[src/design/stl_pkg.sv]
// Package: constants and carrier types for the self-test error lockout
package stl_pkg;

    // Number of failure sources feeding the lockout
    localparam int unsigned FAIL_SRC_COUNT = 6;

    // Fault code width and values loaded into the fault information register
    localparam int unsigned FAULT_CODE_W    = 8;
    localparam logic [7:0]  FAULT_NONE      = 8'h00;
    localparam logic [7:0]  FAULT_BOOT      = 8'h01;
    localparam logic [7:0]  FAULT_INTEGRITY = 8'h02;
    localparam logic [7:0]  FAULT_COND     = 8'h03;
    localparam logic [7:0]  FAULT_HEALTH    = 8'h04;
    localparam logic [7:0]  FAULT_RING_OSC  = 8'h05;
    localparam logic [7:0]  FAULT_SELFTEST  = 8'h06;

    // Zeroize sweep: SRAM depth and address width
    localparam int unsigned SRAM_DEPTH  = 64;
    localparam int unsigned SRAM_ADDR_W = 6;
    localparam int unsigned SRAM_DATA_W = 32;

    // Restart delay after zeroize before operation is allowed, in cycles
    localparam logic [7:0] RESTART_CYCLES = 8'h10;

    // Approved-mode value shown in status
    localparam logic APPROVED_MODE_ON = 1'b1;

    // Failure inputs, one bit per cause
    typedef struct packed {
        logic boot_fail;       // Start-up self-test or boot chain integrity failure
        logic integrity_fail;  // Integrity test failure
        logic cond_fail;       // Conditional known-answer or pairwise test failure
        logic health_fail;     // Entropy health test failure
        logic ring_osc_fail;   // Ring-oscillator entropy source failure
        logic selftest_fail;   // On-demand self-test failure
    } stl_fail_type;

    // Status report word
    typedef struct packed {
        logic [31:0] hardware_build_version;
        logic [31:0] firmware_version;
        logic [31:0] supervisor_version;
        logic        approved_mode;
    } stl_status_type;

    // Lockout states
    typedef enum logic [2:0] {
        ST_ZEROIZE = 3'b000,
        ST_RESTART = 3'b001,
        ST_OPER    = 3'b010,
        ST_ERROR   = 3'b011
    } stl_state_type;

endpackage

[src/design/stl_lockout.sv]
// Self-test error lockout: error state, gating, zeroize and restart sequencing
//
// Notes on behaviour
// - Any listed self-test failure in restart or operation enters error state
// - Error state blocks crypto, output; status only
// - Error entry raises halt and loads fault info
// - Only hard or power-on reset clears error
// - Either reset zeroizes all SRAM dynamic assets
// - Operation resumes only via full restart sequence
// - Status gives versions and approved-mode flag
// - Boot test failure stops boot, enters error
`timescale 1ns/1ps

module stl_lockout
    import stl_pkg::*;
#(
    parameter logic [31:0] HW_BUILD_VERSION = 32'h0000_0001, // Arbitrary value
    parameter logic [31:0] FW_VERSION       = 32'h0000_0001, // Arbitrary value
    parameter logic [31:0] SUP_VERSION      = 32'h0000_0001  // Arbitrary value
) (
    input  wire logic                    mclk,
    input  wire logic                    hard_reset_n,
    input  wire logic                    power_on_reset_n,
    input  wire stl_pkg::stl_fail_type   fail_in,
    input  wire logic                    boot_done,
    input  wire logic                    crypto_req,
    input  wire logic                    data_out_req,
    input  wire logic                    status_req,
    output logic                         halt_indicator,
    output logic [7:0]                   internal_fault_info,
    output logic                         operational,
    output logic                         crypto_grant,
    output logic                         data_out_grant,
    output logic                         status_valid,
    output stl_pkg::stl_status_type      status_out,
    output logic                         sram_we,
    output logic [5:0]                   sram_addr,
    output logic [31:0]                  sram_wdata
);
    import stl_pkg::*;

    // The sweep port is six address bits wide; a larger SRAM would be left half wiped
    if (SRAM_ADDR_W != 6 || SRAM_DEPTH < 2 || SRAM_DEPTH > 64 || SRAM_DATA_W != 32) begin : g_bad
        $error("zeroize sweep cannot serve this SRAM size");
    end

    // Combined reset: either documented reset clears the lockout
    logic reset_n;                  // Either reset asserted pulls this low
    assign reset_n = hard_reset_n & power_on_reset_n;

    // Failure inputs come from other logic on mclk, so no synchroniser
    stl_state_type   state_reg;     // Lockout state
    stl_state_type   state_next;    // Next lockout state
    logic [5:0]      zaddr_reg;     // Zeroize sweep address
    logic [7:0]      rcnt_reg;      // Restart delay count
    logic            any_fail;      // Any cause present
    logic [7:0]      fault_code;    // Code of the highest-priority cause

    // Priority encode the failure causes; boot failures rank first
    always_comb begin
        any_fail   = |fail_in;
        fault_code = FAULT_NONE;
        if (fail_in.boot_fail) begin
            fault_code = FAULT_BOOT;
        end else if (fail_in.integrity_fail) begin
            fault_code = FAULT_INTEGRITY;
        end else if (fail_in.cond_fail) begin
            fault_code = FAULT_COND;
        end else if (fail_in.health_fail) begin
            fault_code = FAULT_HEALTH;
        end else if (fail_in.ring_osc_fail) begin
            fault_code = FAULT_RING_OSC;
        end else if (fail_in.selftest_fail) begin
            fault_code = FAULT_SELFTEST;
        end
    end

    // Next state: zeroize, then restart, then operate; error is absorbing
    always_comb begin
        state_next = state_reg;
        case (state_reg)
            ST_ZEROIZE: begin
                if (zaddr_reg == 6'(SRAM_DEPTH - 1)) begin
                    state_next = ST_RESTART;
                end
            end
            ST_RESTART: begin
                // Boot failure stops the sequence before operation starts
                if (any_fail) begin
                    state_next = ST_ERROR;
                end else if (rcnt_reg >= RESTART_CYCLES && boot_done) begin
                    state_next = ST_OPER;
                end
            end
            ST_OPER: begin
                if (any_fail) begin
                    state_next = ST_ERROR;
                end
            end
            ST_ERROR: begin
                // No input leaves here; only reset does
                state_next = ST_ERROR;
            end
            default: begin
                state_next = ST_ERROR;       // Corrupted state fails safe
            end
        endcase
    end

    // State register; reset always begins with zeroize
    always_ff @(posedge mclk or negedge reset_n) begin
        if (!reset_n) begin
            state_reg <= ST_ZEROIZE;
        end else begin
            state_reg <= state_next;
        end
    end

    // Zeroize sweep over every SRAM word
    always_ff @(posedge mclk or negedge reset_n) begin
        if (!reset_n) begin
            zaddr_reg  <= 6'h00;
            sram_we    <= 1'b0;
            sram_addr  <= 6'h00;
            sram_wdata <= 32'h0000_0000;
        end else begin
            sram_wdata <= 32'h0000_0000;
            sram_we    <= (state_reg == ST_ZEROIZE);
            sram_addr  <= zaddr_reg;
            if (state_reg == ST_ZEROIZE && zaddr_reg != 6'(SRAM_DEPTH - 1)) begin
                zaddr_reg <= zaddr_reg + 6'h01;
            end
        end
    end

    // Restart delay counter, running only in the restart state
    always_ff @(posedge mclk or negedge reset_n) begin
        if (!reset_n) begin
            rcnt_reg <= 8'h00;
        end else if (state_reg == ST_RESTART && rcnt_reg < RESTART_CYCLES) begin
            rcnt_reg <= rcnt_reg + 8'h01;
        end
    end

    // Halt and fault info: loaded on error entry, held until reset
    always_ff @(posedge mclk or negedge reset_n) begin
        if (!reset_n) begin
            halt_indicator      <= 1'b0;
            internal_fault_info <= FAULT_NONE;
        end else if (state_reg != ST_ERROR && state_next == ST_ERROR) begin
            halt_indicator      <= 1'b1;
            // Corrupt-state entry has no cause; still report nonzero
            internal_fault_info <= (fault_code == FAULT_NONE) ? FAULT_SELFTEST : fault_code;
        end
    end

    // Grants: crypto and data output only when operating
    always_ff @(posedge mclk or negedge reset_n) begin
        if (!reset_n) begin
            operational    <= 1'b0;
            crypto_grant   <= 1'b0;
            data_out_grant <= 1'b0;
        end else begin
            operational    <= (state_next == ST_OPER);
            crypto_grant   <= (state_next == ST_OPER) && crypto_req;
            data_out_grant <= (state_next == ST_OPER) && data_out_req;
        end
    end

    // Status service stays available in every state, error included
    always_ff @(posedge mclk or negedge reset_n) begin
        if (!reset_n) begin
            status_valid <= 1'b0;
            status_out   <= '0;
        end else begin
            status_valid <= status_req;
            if (status_req) begin
                status_out.hardware_build_version <= HW_BUILD_VERSION;
                status_out.firmware_version       <= FW_VERSION;
                status_out.supervisor_version     <= SUP_VERSION;
                status_out.approved_mode          <= APPROVED_MODE_ON;
            end
        end
    end

    // Checks
    halt_on_error_a: assert property (@(posedge mclk) disable iff (!reset_n)
        (state_reg != ST_ERROR && state_next == ST_ERROR) |=> halt_indicator
        && internal_fault_info != FAULT_NONE)
        else $error("halt or fault info missing on error entry");
    fail_enters_error_a: assert property (@(posedge mclk) disable iff (!reset_n)
        (state_reg == ST_OPER && any_fail) |=> state_reg == ST_ERROR)
        else $error("failure did not enter error state");
    error_blocks_crypto_a: assert property (@(posedge mclk) disable iff (!reset_n)
        state_reg == ST_ERROR |-> ##1 (!crypto_grant && !data_out_grant))
        else $error("grant while in error state");
    error_sticky_a: assert property (@(posedge mclk) disable iff (!reset_n)
        state_reg == ST_ERROR |=> state_reg == ST_ERROR && halt_indicator)
        else $error("error state left without reset");
    zeroize_write_a: assert property (@(posedge mclk) disable iff (!reset_n)
        state_reg == ST_ZEROIZE |=> sram_we && sram_wdata == 32'h0000_0000)
        else $error("zeroize write missing");
    oper_via_restart_a: assert property (@(posedge mclk) disable iff (!reset_n)
        $rose(state_reg == ST_OPER) |-> $past(state_reg) == ST_RESTART)
        else $error("operation entered without restart");
    status_answer_a: assert property (@(posedge mclk) disable iff (!reset_n)
        status_req |=> status_valid && status_out.approved_mode == APPROVED_MODE_ON)
        else $error("status not answered");
    boot_fail_halt_a: assert property (@(posedge mclk) disable iff (!reset_n)
        (state_reg == ST_RESTART && fail_in.boot_fail) |=> ##[0:1]
        (state_reg == ST_ERROR && internal_fault_info == FAULT_BOOT))
        else $error("boot failure not reported");
    grant_needs_oper_a: assert property (@(posedge mclk) disable iff (!reset_n)
        (crypto_grant || data_out_grant) |-> state_reg == ST_OPER)
        else $error("grant outside operating state");

    cov_reach_oper_c:  cover property (@(posedge mclk) disable iff (!reset_n)
        state_reg == ST_OPER);
    cov_oper_error_c:  cover property (@(posedge mclk) disable iff (!reset_n)
        state_reg == ST_OPER ##1 state_reg == ST_ERROR);
    cov_boot_error_c:  cover property (@(posedge mclk) disable iff (!reset_n)
        state_reg == ST_RESTART ##1 state_reg == ST_ERROR);
    cov_err_status_c:  cover property (@(posedge mclk) disable iff (!reset_n)
        state_reg == ST_ERROR && status_valid);
    cov_rst_oper_c:    cover property (@(posedge mclk) disable iff (!reset_n)
        state_reg == ST_RESTART ##1 state_reg == ST_OPER);

endmodule

[config.mk]
export PLATFORM = sky130hd
export DESIGN_NAME = stl_lockout
export DESIGN_NICKNAME = d
export VERILOG_FILES = /design/src/design/stl_pkg.sv /design/src/design/stl_lockout.sv
export SDC_FILE = /design/constraint.sdc
export NUM_CORES = 1
export LEC_CHECK = 0
export BUFFER_PORTS_ARGS = -buffer_cell sky130_fd_sc_hd__buf_2
export CAP_MARGIN = 40
export CORE_MARGIN = 5
export CORE_UTILIZATION = 37
export DETAILED_ROUTE_END_ITERATION = 16
export PLACE_DENSITY = 0.76
export SLEW_MARGIN = 20
export SYNTH_ARGS = -nofsm -noshare
export SYNTH_HDL_FRONTEND = slang
export SYNTH_SLANG_ARGS = --single-unit
[constraint.sdc]
create_clock -name mclk -period 1.6 [get_ports mclk]
set_input_delay 0.16 -clock mclk [delete_from_list [all_inputs] [get_ports mclk]]
set_output_delay 0.16 -clock mclk [all_outputs]
set_load 0.01 [all_outputs]
# Yosys cells after proc, flatten, opt, wreduce, memory -nomap -nowiden
# Index checks and enable logic that the tools add are counted.
# totals
regBits	38
input_bits	13
output_inout_bits	149
elab_cells	45
# op_classes
addsub	2
magnitude_cmp	2
n_eq_ne	7
muxes	12
n_bitwise	1
reduce_logical	9
# ops
operator	count
2-to-1 mux 8 bit	4
2-to-1 mux 3 bit	7
equality test 3 x 2 -> 1 bit (second input constant)	3
one-hot mux 3 bit (3 select lines)	1
adder 8 x 1 -> 8 bit (second input constant)	1
greater-or-equal comparator 8 x 5 -> 1 bit (second input constant)	1
logical NOT 8 bit	1
less-than comparator 8 x 5 -> 1 bit (second input constant)	1
adder 6 x 1 -> 6 bit (second input constant)	1
equality test 6 bit (second input constant)	1
logical AND 1 bit	6
inequality test 6 bit (second input constant)	1
OR reduction 6 bit	1
equality test 3 x 1 -> 1 bit (second input constant)	1
logical NOT 3 bit	1
inequality test 3 x 2 -> 1 bit (second input constant)	1
bitwise AND 1 bit	1

# Logic depth before layout (Yosys ltp)
# Gate-level depths: netlist of run 1.
# depth
depth_word	8
mapped_depth	5
depth_no_buf	5

# Worst setup path before layout of run 1
# OpenSTA, ideal clock, no wires.
# synth_path
kind	reg2reg
startpoint	register rcnt_reg[6]
endpoint	register rcnt_reg[3]
setup_ps	123
arrival_ps	1527
required_ps	1477
path_slack_ps	-50
stages_incl_launch_ff	5
n_path_buf	0
period_less_slack_ps	1650
cell_sequence	dfrtp_1 > or4_4 > nor4b_4 > nand4_1 > xnor2_1
# synth_via
elab_chain_cells	2
# synth_rtl
item	line_no	rtl
start, declared	stl_lockout.sv:55	logic [7:0] rcnt_reg;
start signal, assigned	stl_lockout.sv:141	rcnt_reg <= rcnt_reg + 8'h01;
less-than comparator 8 x 5 -> 1 bit	stl_lockout.sv:140	end else if (state_reg == ST_RESTART && rcnt_reg < RESTART_CYCLES) begin
logical AND 1 bit	stl_lockout.sv:140	
# No other way between the ends.
# A chain may end at the register's enable or synchronous reset.

# Worst setup path in the final report of run 1
# Same ends and word-level chain as after synthesis.

==> results of run 1 <==
[through the flow]
stage	instance area, um2	utilization (%)	cells
after floorplan	2780	-	362
after global placement	2090	35.1	341
after detailed placement	2090	35.1	341
after CTS	2230	37.5	350
after global routing	2250	37.7	350
final	2250	37.7	350
[tightest hold or removal path, cell delays in order]
cell    delay (ps)
buf_2           70
and2_1         110
buf_4          360
[synthesized netlist by cell type, drive strengths merged]
library cell,count,area (um2)
and2,3,18.8
xnor2,4,35.0
nor2,3,11.3
a21o,1,7.51
a211o,1,8.76
clkbuf,3,11.3
or3,1,6.26
o21ai,2,10.0
a31oi,1,6.26
o21bai,1,7.51
ha,3,37.5
nand4,2,12.5
nand4b,1,8.76
conb,1,3.75
nand3,2,10.0
a41o,1,10.0
or2,1,6.26
mux2i,1,10.0
dfrtp,33,826
buf,133,998
or4,2,22.5
nor3,6,35.0
nand2b,2,12.5
a21oi,4,31.3
xor2,3,26.3
mux2,2,22.5
nor4b,2,32.5
a211oi,1,12.5
o21a,1,7.51
nand2,6,22.5
inv,5,18.8
[report_power, final]
group	switching, mW	internal [mW]	leakage (nW)
Sequential	0.00822	0.846	0.433
Combinational	0.189	0.0421	0.783
Clock	0.285	0.618	0.0681
[metal layers]
layer | share of wire (%) | wire (um) | global-route usage, %
met1 | 32 | 1100 | 7.96
met2 | 52 | 1750 | 13.4
met3 | 15 | 503 | 2.70
met4 | 1.1 | 39 | 2.88
met5 | 0 | 0 | 0
[what timing repair did]
action | 4_1_cts | 5_1_grt
setup endpoints to repair | 4 | 4
pin swaps | 2 | 0
hold endpoints to repair | 1 | 0
resized for setup | 0 | 3
hold buffers | 1 | 0
[cell families after synthesis]
| logic type | after synthesis | share of synthesized area (%) |
|---|---|---|
| XOR/XNOR | 7 | 2.68 |
| multiplexers | 3 | 1.42 |
| adder cells (fa/ha/maj) | 3 | 1.64 |
| AND/OR/NAND/NOR | 31 | 8.69 |
| buffers and inverters | 141 | 44.9 |
| AO/OA/AOI/OAI | 13 | 4.43 |
| other | 1 | 0.164 |
| flip-flops | 33 | 36.1 |
[cell type report]
class	count	area, um2
Inverter	5	18.8
Fill cell	576	3710
Clock inverter	3	65.1
Multi-Input combinational cell	188	941
Clock buffer	5	68.8
Timing Repair Buffer	41	233
Sequential cell	33	826
Tap cell	75	93.8
[path summary, 6_finish.rpt]
kind / cells past startpoint / start / to / slack (ps)
max: 4 / rcnt_reg[6]$_DFFE_PN0P_ / rcnt_reg[3]$_DFFE_PN0P_ / -70
min: 3 / power_on_reset_n / sram_addr[2]$_DFF_PN0_ / 1
max reg2reg: 4 / rcnt_reg[6]$_DFFE_PN0P_ / rcnt_reg[3]$_DFFE_PN0P_ / -70
min reg2reg: 0 / rcnt_reg[5]$_DFFE_PN0P_ / rcnt_reg[5]$_DFFE_PN0P_ / 380
max in group asynchronous: 3 / hard_reset_n / sram_addr[4]$_DFF_PN0_ / 1310
min in group mclk: 2 / crypto_req / crypto_grant$_DFF_PN0_ / 100
==> impl_summary.txt, run 1 <==
----------------------------------------------------
[Timing]
  Number of setup violations in the final report ... 4
  Worst hold slack ... 1.25 ps
  Worst-case setup margin in the final layout ... -68.5 ps
  Final-layout setup total negative slack ... -145 ps
  Worst clock skew on the final layout ... between 3 and 4 ps
  Highest achievable clock rate ... about 600 MHz
  Final hold violation count ... 0
  Setup repair after global routing missed its margin ... true
  Shortest clock period the worst path allows after layout ... 1670 ps
  Max-slew violation count ... 0
  Final clock period utilization by the worst path ... 104%

[Cells and area]
  Largest register FFs ... 8
  Most used cells in the layout excluding fill and tap cells ... conb_1, dfrtp_1, buf_2, buf_4
  Fraction of layout cells with a size suffix above 1 ... a little over a fifth
  Layout net count ... 290
  Final antenna diode count ... 0
  Area delta synth->final ... -1.91%
  Most common cell after layout, fill and taps aside ... conb_1

[Placement]
  Dpl hpwl ... 2870 um
  GP Congestion ... between 0.7 and 0.8
  Port Buffer Count ... 31
  Placement Setup Slack ... -201 ps

[Power]
  Total chip power ... 1.99 mW
  Leakage power total ... 1.28 nW
  Worst vdd rail ir drop ... 0.000651 V
  PwrDens ... a little under 900 nW/um2

[Critical path]
  CP Capture Type ... flop
  Highest-delay cell along the critical path ... or4_4
  Critical path class ... flop to flop
  Arrival @ worst endpoint ... ~1800 ps
  Category of the worst setup path launch point ... flop
  Worst path required time ... approximately 1800 ps
  Max incr delay on CP ... around 570 ps
  Highest fanout seen on the critical path ... 4
  Count of buffer and inverter cells on the critical path ... 0
  Kind of cell adding the most delay to the critical path ... simple AND/OR/NAND/NOR gates
  List of cells traversed by the critical path ... or4_4, nor4b_4, nand4_1, xnor2_1

[Drt]
  Post-detailed-routing wire length ... 3390 um
  First drt pass iteration count ... 2
  Routed len/inst ... 9.69 um
  Count of unresolved DRC violations after routing ... 0
  DR iter-0 viols ... 23
  Post-DR vias/cell ... between 3 and 4
  Via count of the routed design ... between 1k and 1.5k
  Number of nets still failing antenna checks after routing ... 0

[Status]
  Failing checks ... setup timing
  Outcome ... finished, violations left

[Floorplanning]
  Die area ... 7860 um2
  X dimension of the die ... between 80 and 90 um
  Placement row count ... 28
  Starting Density ... around two fifths
  Core region area ... 5960 um2
  Number of placed I/O pins ... 162
  Floorplan die height ... a little under 90 um

[CTS]
  Clock net sink count ... 33
  Clock latency at the later pin of the worst-skew pair ... ~280 ps
  Clock slew at the register clock pins of the worst setup and hold paths ... approximately 60 ps
  Clock Tree Root ... clkbuf_8
  CTS tree ... built
  Setup fix buffers added after clock tree synthesis ... 0
  CTS max path bufs ... 2
  CTS H-tree lvls ... 2
  Number of buffers inserted during clock tree synthesis ... 5

[Synth]
  Syn Area/Cell ... about 9.9 um2
  Synthesized area ... 2290 um2
  Number of standard cells after synthesis ... roughly 230
  Fraction of the yosys area taken by sequential cells ... a little over a third
  Warning count from the yosys run ... 0
  Unique masters post-synth ... 34
  Number of storage elements in the synthesis netlist ... 33

[Global route]
  Number of global-route vias before repair ... around 1.2k
  Number of antenna violations at the first check in global routing ... 0
  Pin count of the biggest net entering global routing ... 34
  First-pass GRT wire length ... 4640 um
  Global-route usage over all layers ... about 7.5%
  Gr ovfl total ... 0

[Worst hold path]
  Class of the worst hold path ... primary input to asynchronous set/reset pin

[Job]
  Max cap viols ... 0

----------------------------------------------------
No activity file was read; power rests on OpenSTA's default activity.
==> run 2, diff against run 1 <==
--- a/config.mk
+++ b/config.mk
@@ -7,10 +7,13 @@
 export LEC_CHECK = 0
 export BUFFER_PORTS_ARGS = -buffer_cell sky130_fd_sc_hd__buf_2
 export CAP_MARGIN = 40
+export CELL_PAD_IN_SITES_DETAIL_PLACEMENT = 0
+export CELL_PAD_IN_SITES_GLOBAL_PLACEMENT = 1
 export CORE_MARGIN = 5
-export CORE_UTILIZATION = 37
+export CORE_UTILIZATION = 26
 export DETAILED_ROUTE_END_ITERATION = 16
-export PLACE_DENSITY = 0.76
+export PLACE_DENSITY_LB_ADDON = 0.1
+export SKIP_CTS_REPAIR_TIMING = 1
 export SLEW_MARGIN = 20
 export SYNTH_ARGS = -nofsm -noshare
 export SYNTH_HDL_FRONTEND = slang
==> run 2 against run 1 <==
The run still ends with setup timing left. First-iteration DRC count decreased by 17%. Global-route usage decreased by 1.1 points. Critical endpoint unchanged. Critical path type unchanged. Maximum frequency about the same. Non-clock buffer count increased by 2. Cell count increased by 10%.
==> impl_summary.txt, run 2 (same netlist as run 1, synthesis figures left out) <==
----------------------------------------------------
[Cells and area]
  Largest register FFs ... 8
  Layout net count ... roughly 290
  Final antenna diode count ... 0
  Most common cell after layout, fill and taps aside ... conb_1
  Fraction of layout cells with a size suffix above 1 ... 21.7%
  Most used cells in the layout excluding fill and tap cells ... conb_1, dfrtp_1, buf_2, buf_4, clkbuf_8
  Design area ... roughly 2300 um2
  Fill cells ... 951
  Area delta synth->final ... -1.04%

[Critical path]
  Worst R2R End ... rcnt_reg[3]$_DFFE_PN0P_
  Worst reg2reg path depth ... 4
  CP Capture Type ... flop
  Worst reg-to-reg setup slack ... -70 ps
  RR Startpoint ... rcnt_reg[6]$_DFFE_PN0P_
  Highest fanout seen on the critical path ... 4
  Worst path required time ... between 1500 and 2000 ps
  Arrival @ worst endpoint ... around 1800 ps
  Category of the worst setup path launch point ... flop
  Critical path class ... flop to flop

[Floorplanning]
  Starting Density ... a little over a quarter
  Floorplan die height ... 104 um
  Die area ... between 10,000 and 15,000 um2
  Number of placed I/O pins ... between 150 and 200
  Core region area ... between 8000 and 9000 um2
  Placement row count ... 34
  X dimension of the die ... roughly 100 um

[CTS]
  CTS max path bufs ... 2
  Clock slew at the register clock pins of the worst setup and hold paths ... 70 ps
  Clock latency at the later pin of the worst-skew pair ... 280 ps
  Clock net sink count ... 33
  Clock Tree Root ... clkbuf_8
  CTS tree ... built
  Number of buffers inserted during clock tree synthesis ... 5
  CTS H-tree lvls ... 2

[Power]
  Worst vdd rail ir drop ... between 0.0002 and 0.00025 V
  Reg power frac ... a little under 50%
  Fraction of power spent switching nets ... 27.9%
  Leakage power total ... 1.28 nW
  Net switching power ... slightly below 0.5 mW
  Internal power ... between 1 and 1.5 mW
  Part of the power in the clock network ... between 30 and 40%
  PwrDens ... roughly 780 nW/um2
  Comb pwr share ... a little over an eighth

[Timing]
  Worst-case setup margin in the final layout ... -69.3 ps
  Shortest clock period the worst path allows after layout ... ~1700 ps
  Highest achievable clock rate ... approximately 600 MHz
  Final hold violation count ... 0
  Final clock period utilization by the worst path ... 104%
  Max-slew violation count ... 0
  Number of setup violations in the final report ... 5
  Worst clock skew on the final layout ... around 7.8 ps
  Worst hold slack ... approximately 7.7 ps
  Setup repair after global routing missed its margin ... true

[Placement]
  Placement Setup Slack ... -155 ps
  GP Congestion ... just under 0.7
  Placement-stage cell area ... around 2100 um2
  Dpl hpwl ... roughly 3000 um
  Port Buffer Count ... 31

[Status]
  Failing checks ... setup timing
  Outcome ... finished, violations left

[Global route]
  Met3 usage ... under 10%
  Met1 GRT Util ... under 10%
  First-pass GRT wire length ... 5690 um
  Gr ovfl total ... 0
  Pin count of the biggest net entering global routing ... 34
  Number of antenna violations at the first check in global routing ... 0
  Global-route usage over all layers ... under 10%
  GR peak layer ... met2
  Number of global-route vias before repair ... around 1.2k
  Met2 demand-to-capacity share in global routing ... under 10%

[Drt]
  Count of unresolved DRC violations after routing ... 0
  Number of nets still failing antenna checks after routing ... 0
  First drt pass iteration count ... 4
  Post-DR vias/cell ... between 3 and 4
  Routed len/inst ... 9.62 um
  Via count of the routed design ... about 1.2k
  DR iter-0 viols ... 19
  Post-detailed-routing wire length ... roughly 3700 um

[Job]
  Max cap viols ... 0

[Worst hold path]
  Class of the worst hold path ... primary input to asynchronous set/reset pin

----------------------------------------------------
-- run 2: layout make-up --
| cell class | count | area, um2 | area share [%] |
|---|---|---|---|
| repair buffers | 43 | 248 | 10.9 |
| clock inverters | 1 | 5.00 | 0.221 |
| clock buffers | 7 | 96.3 | 4.25 |
| inverters | 5 | 18.8 | 0.828 |
| multi-input cells | 188 | 937 | 41.4 |
| flip-flops and latches | 33 | 826 | 36.4 |
| well taps | 108 | 135 | 5.96 |
-- run 2: worst max-delay path by stage --
| stage | startpoint | end | depth (start not counted) |
|---|---|---|---|
| after CTS | rcnt_reg[6]$_DFFE_PN0P_ | rcnt_reg[3]$_DFFE_PN0P_ | 4 |
| after global placement | fail_in[3] | state_reg[0]$_DFF_PN0_ | 6 |
| final | rcnt_reg[6]$_DFFE_PN0P_ | rcnt_reg[3]$_DFFE_PN0P_ | 4 |
| after global routing | rcnt_reg[6]$_DFFE_PN0P_ | rcnt_reg[3]$_DFFE_PN0P_ | 4 |
| after floorplan | rcnt_reg[6]$_DFFE_PN0P_ | rcnt_reg[3]$_DFFE_PN0P_ | 4 |
| after detailed placement | fail_in[3] | internal_fault_info[0]$_DFFE_PN0P_ | 5 |
-- run 2: worst max-delay path: stages, from the launching register on --
cell and delay (ps):
dfrtp_1 380, or4_4 550, nor4b_4 330, nand4_1 160, xnor2_1 140
-- run 2: metrics by stage --
step | setup TNS, ps | std cells | power [mW] | util (%)
after floorplan | -113 | 362 | 1.27 | -
after global placement | -1210 | 375 | 1.09 | 24.7
after detailed placement | -1170 | 375 | 1.09 | 24.7
after CTS | -302 | 383 | 1.79 | 25.9
after global routing | -535 | 385 | 1.88 | 26.2
final | -189 | 385 | 1.77 | 26.2
-- run 2: metal layers --
layer	wire, um	up-vias
met2	1750	88
met4	29	0
met1	1430	546
li1	-	557
met3	503	2
met5	0	-
-- run 2: power groups by stage --
stage	clock network, mW	logic, mW	registers, mW
floorplan	0	0.401	0.874
global placement	0	0.220	0.871
detailed placement	0	0.219	0.869
CTS	0.720	0.219	0.854
global route	0.760	0.261	0.854
finish	0.687	0.230	0.854
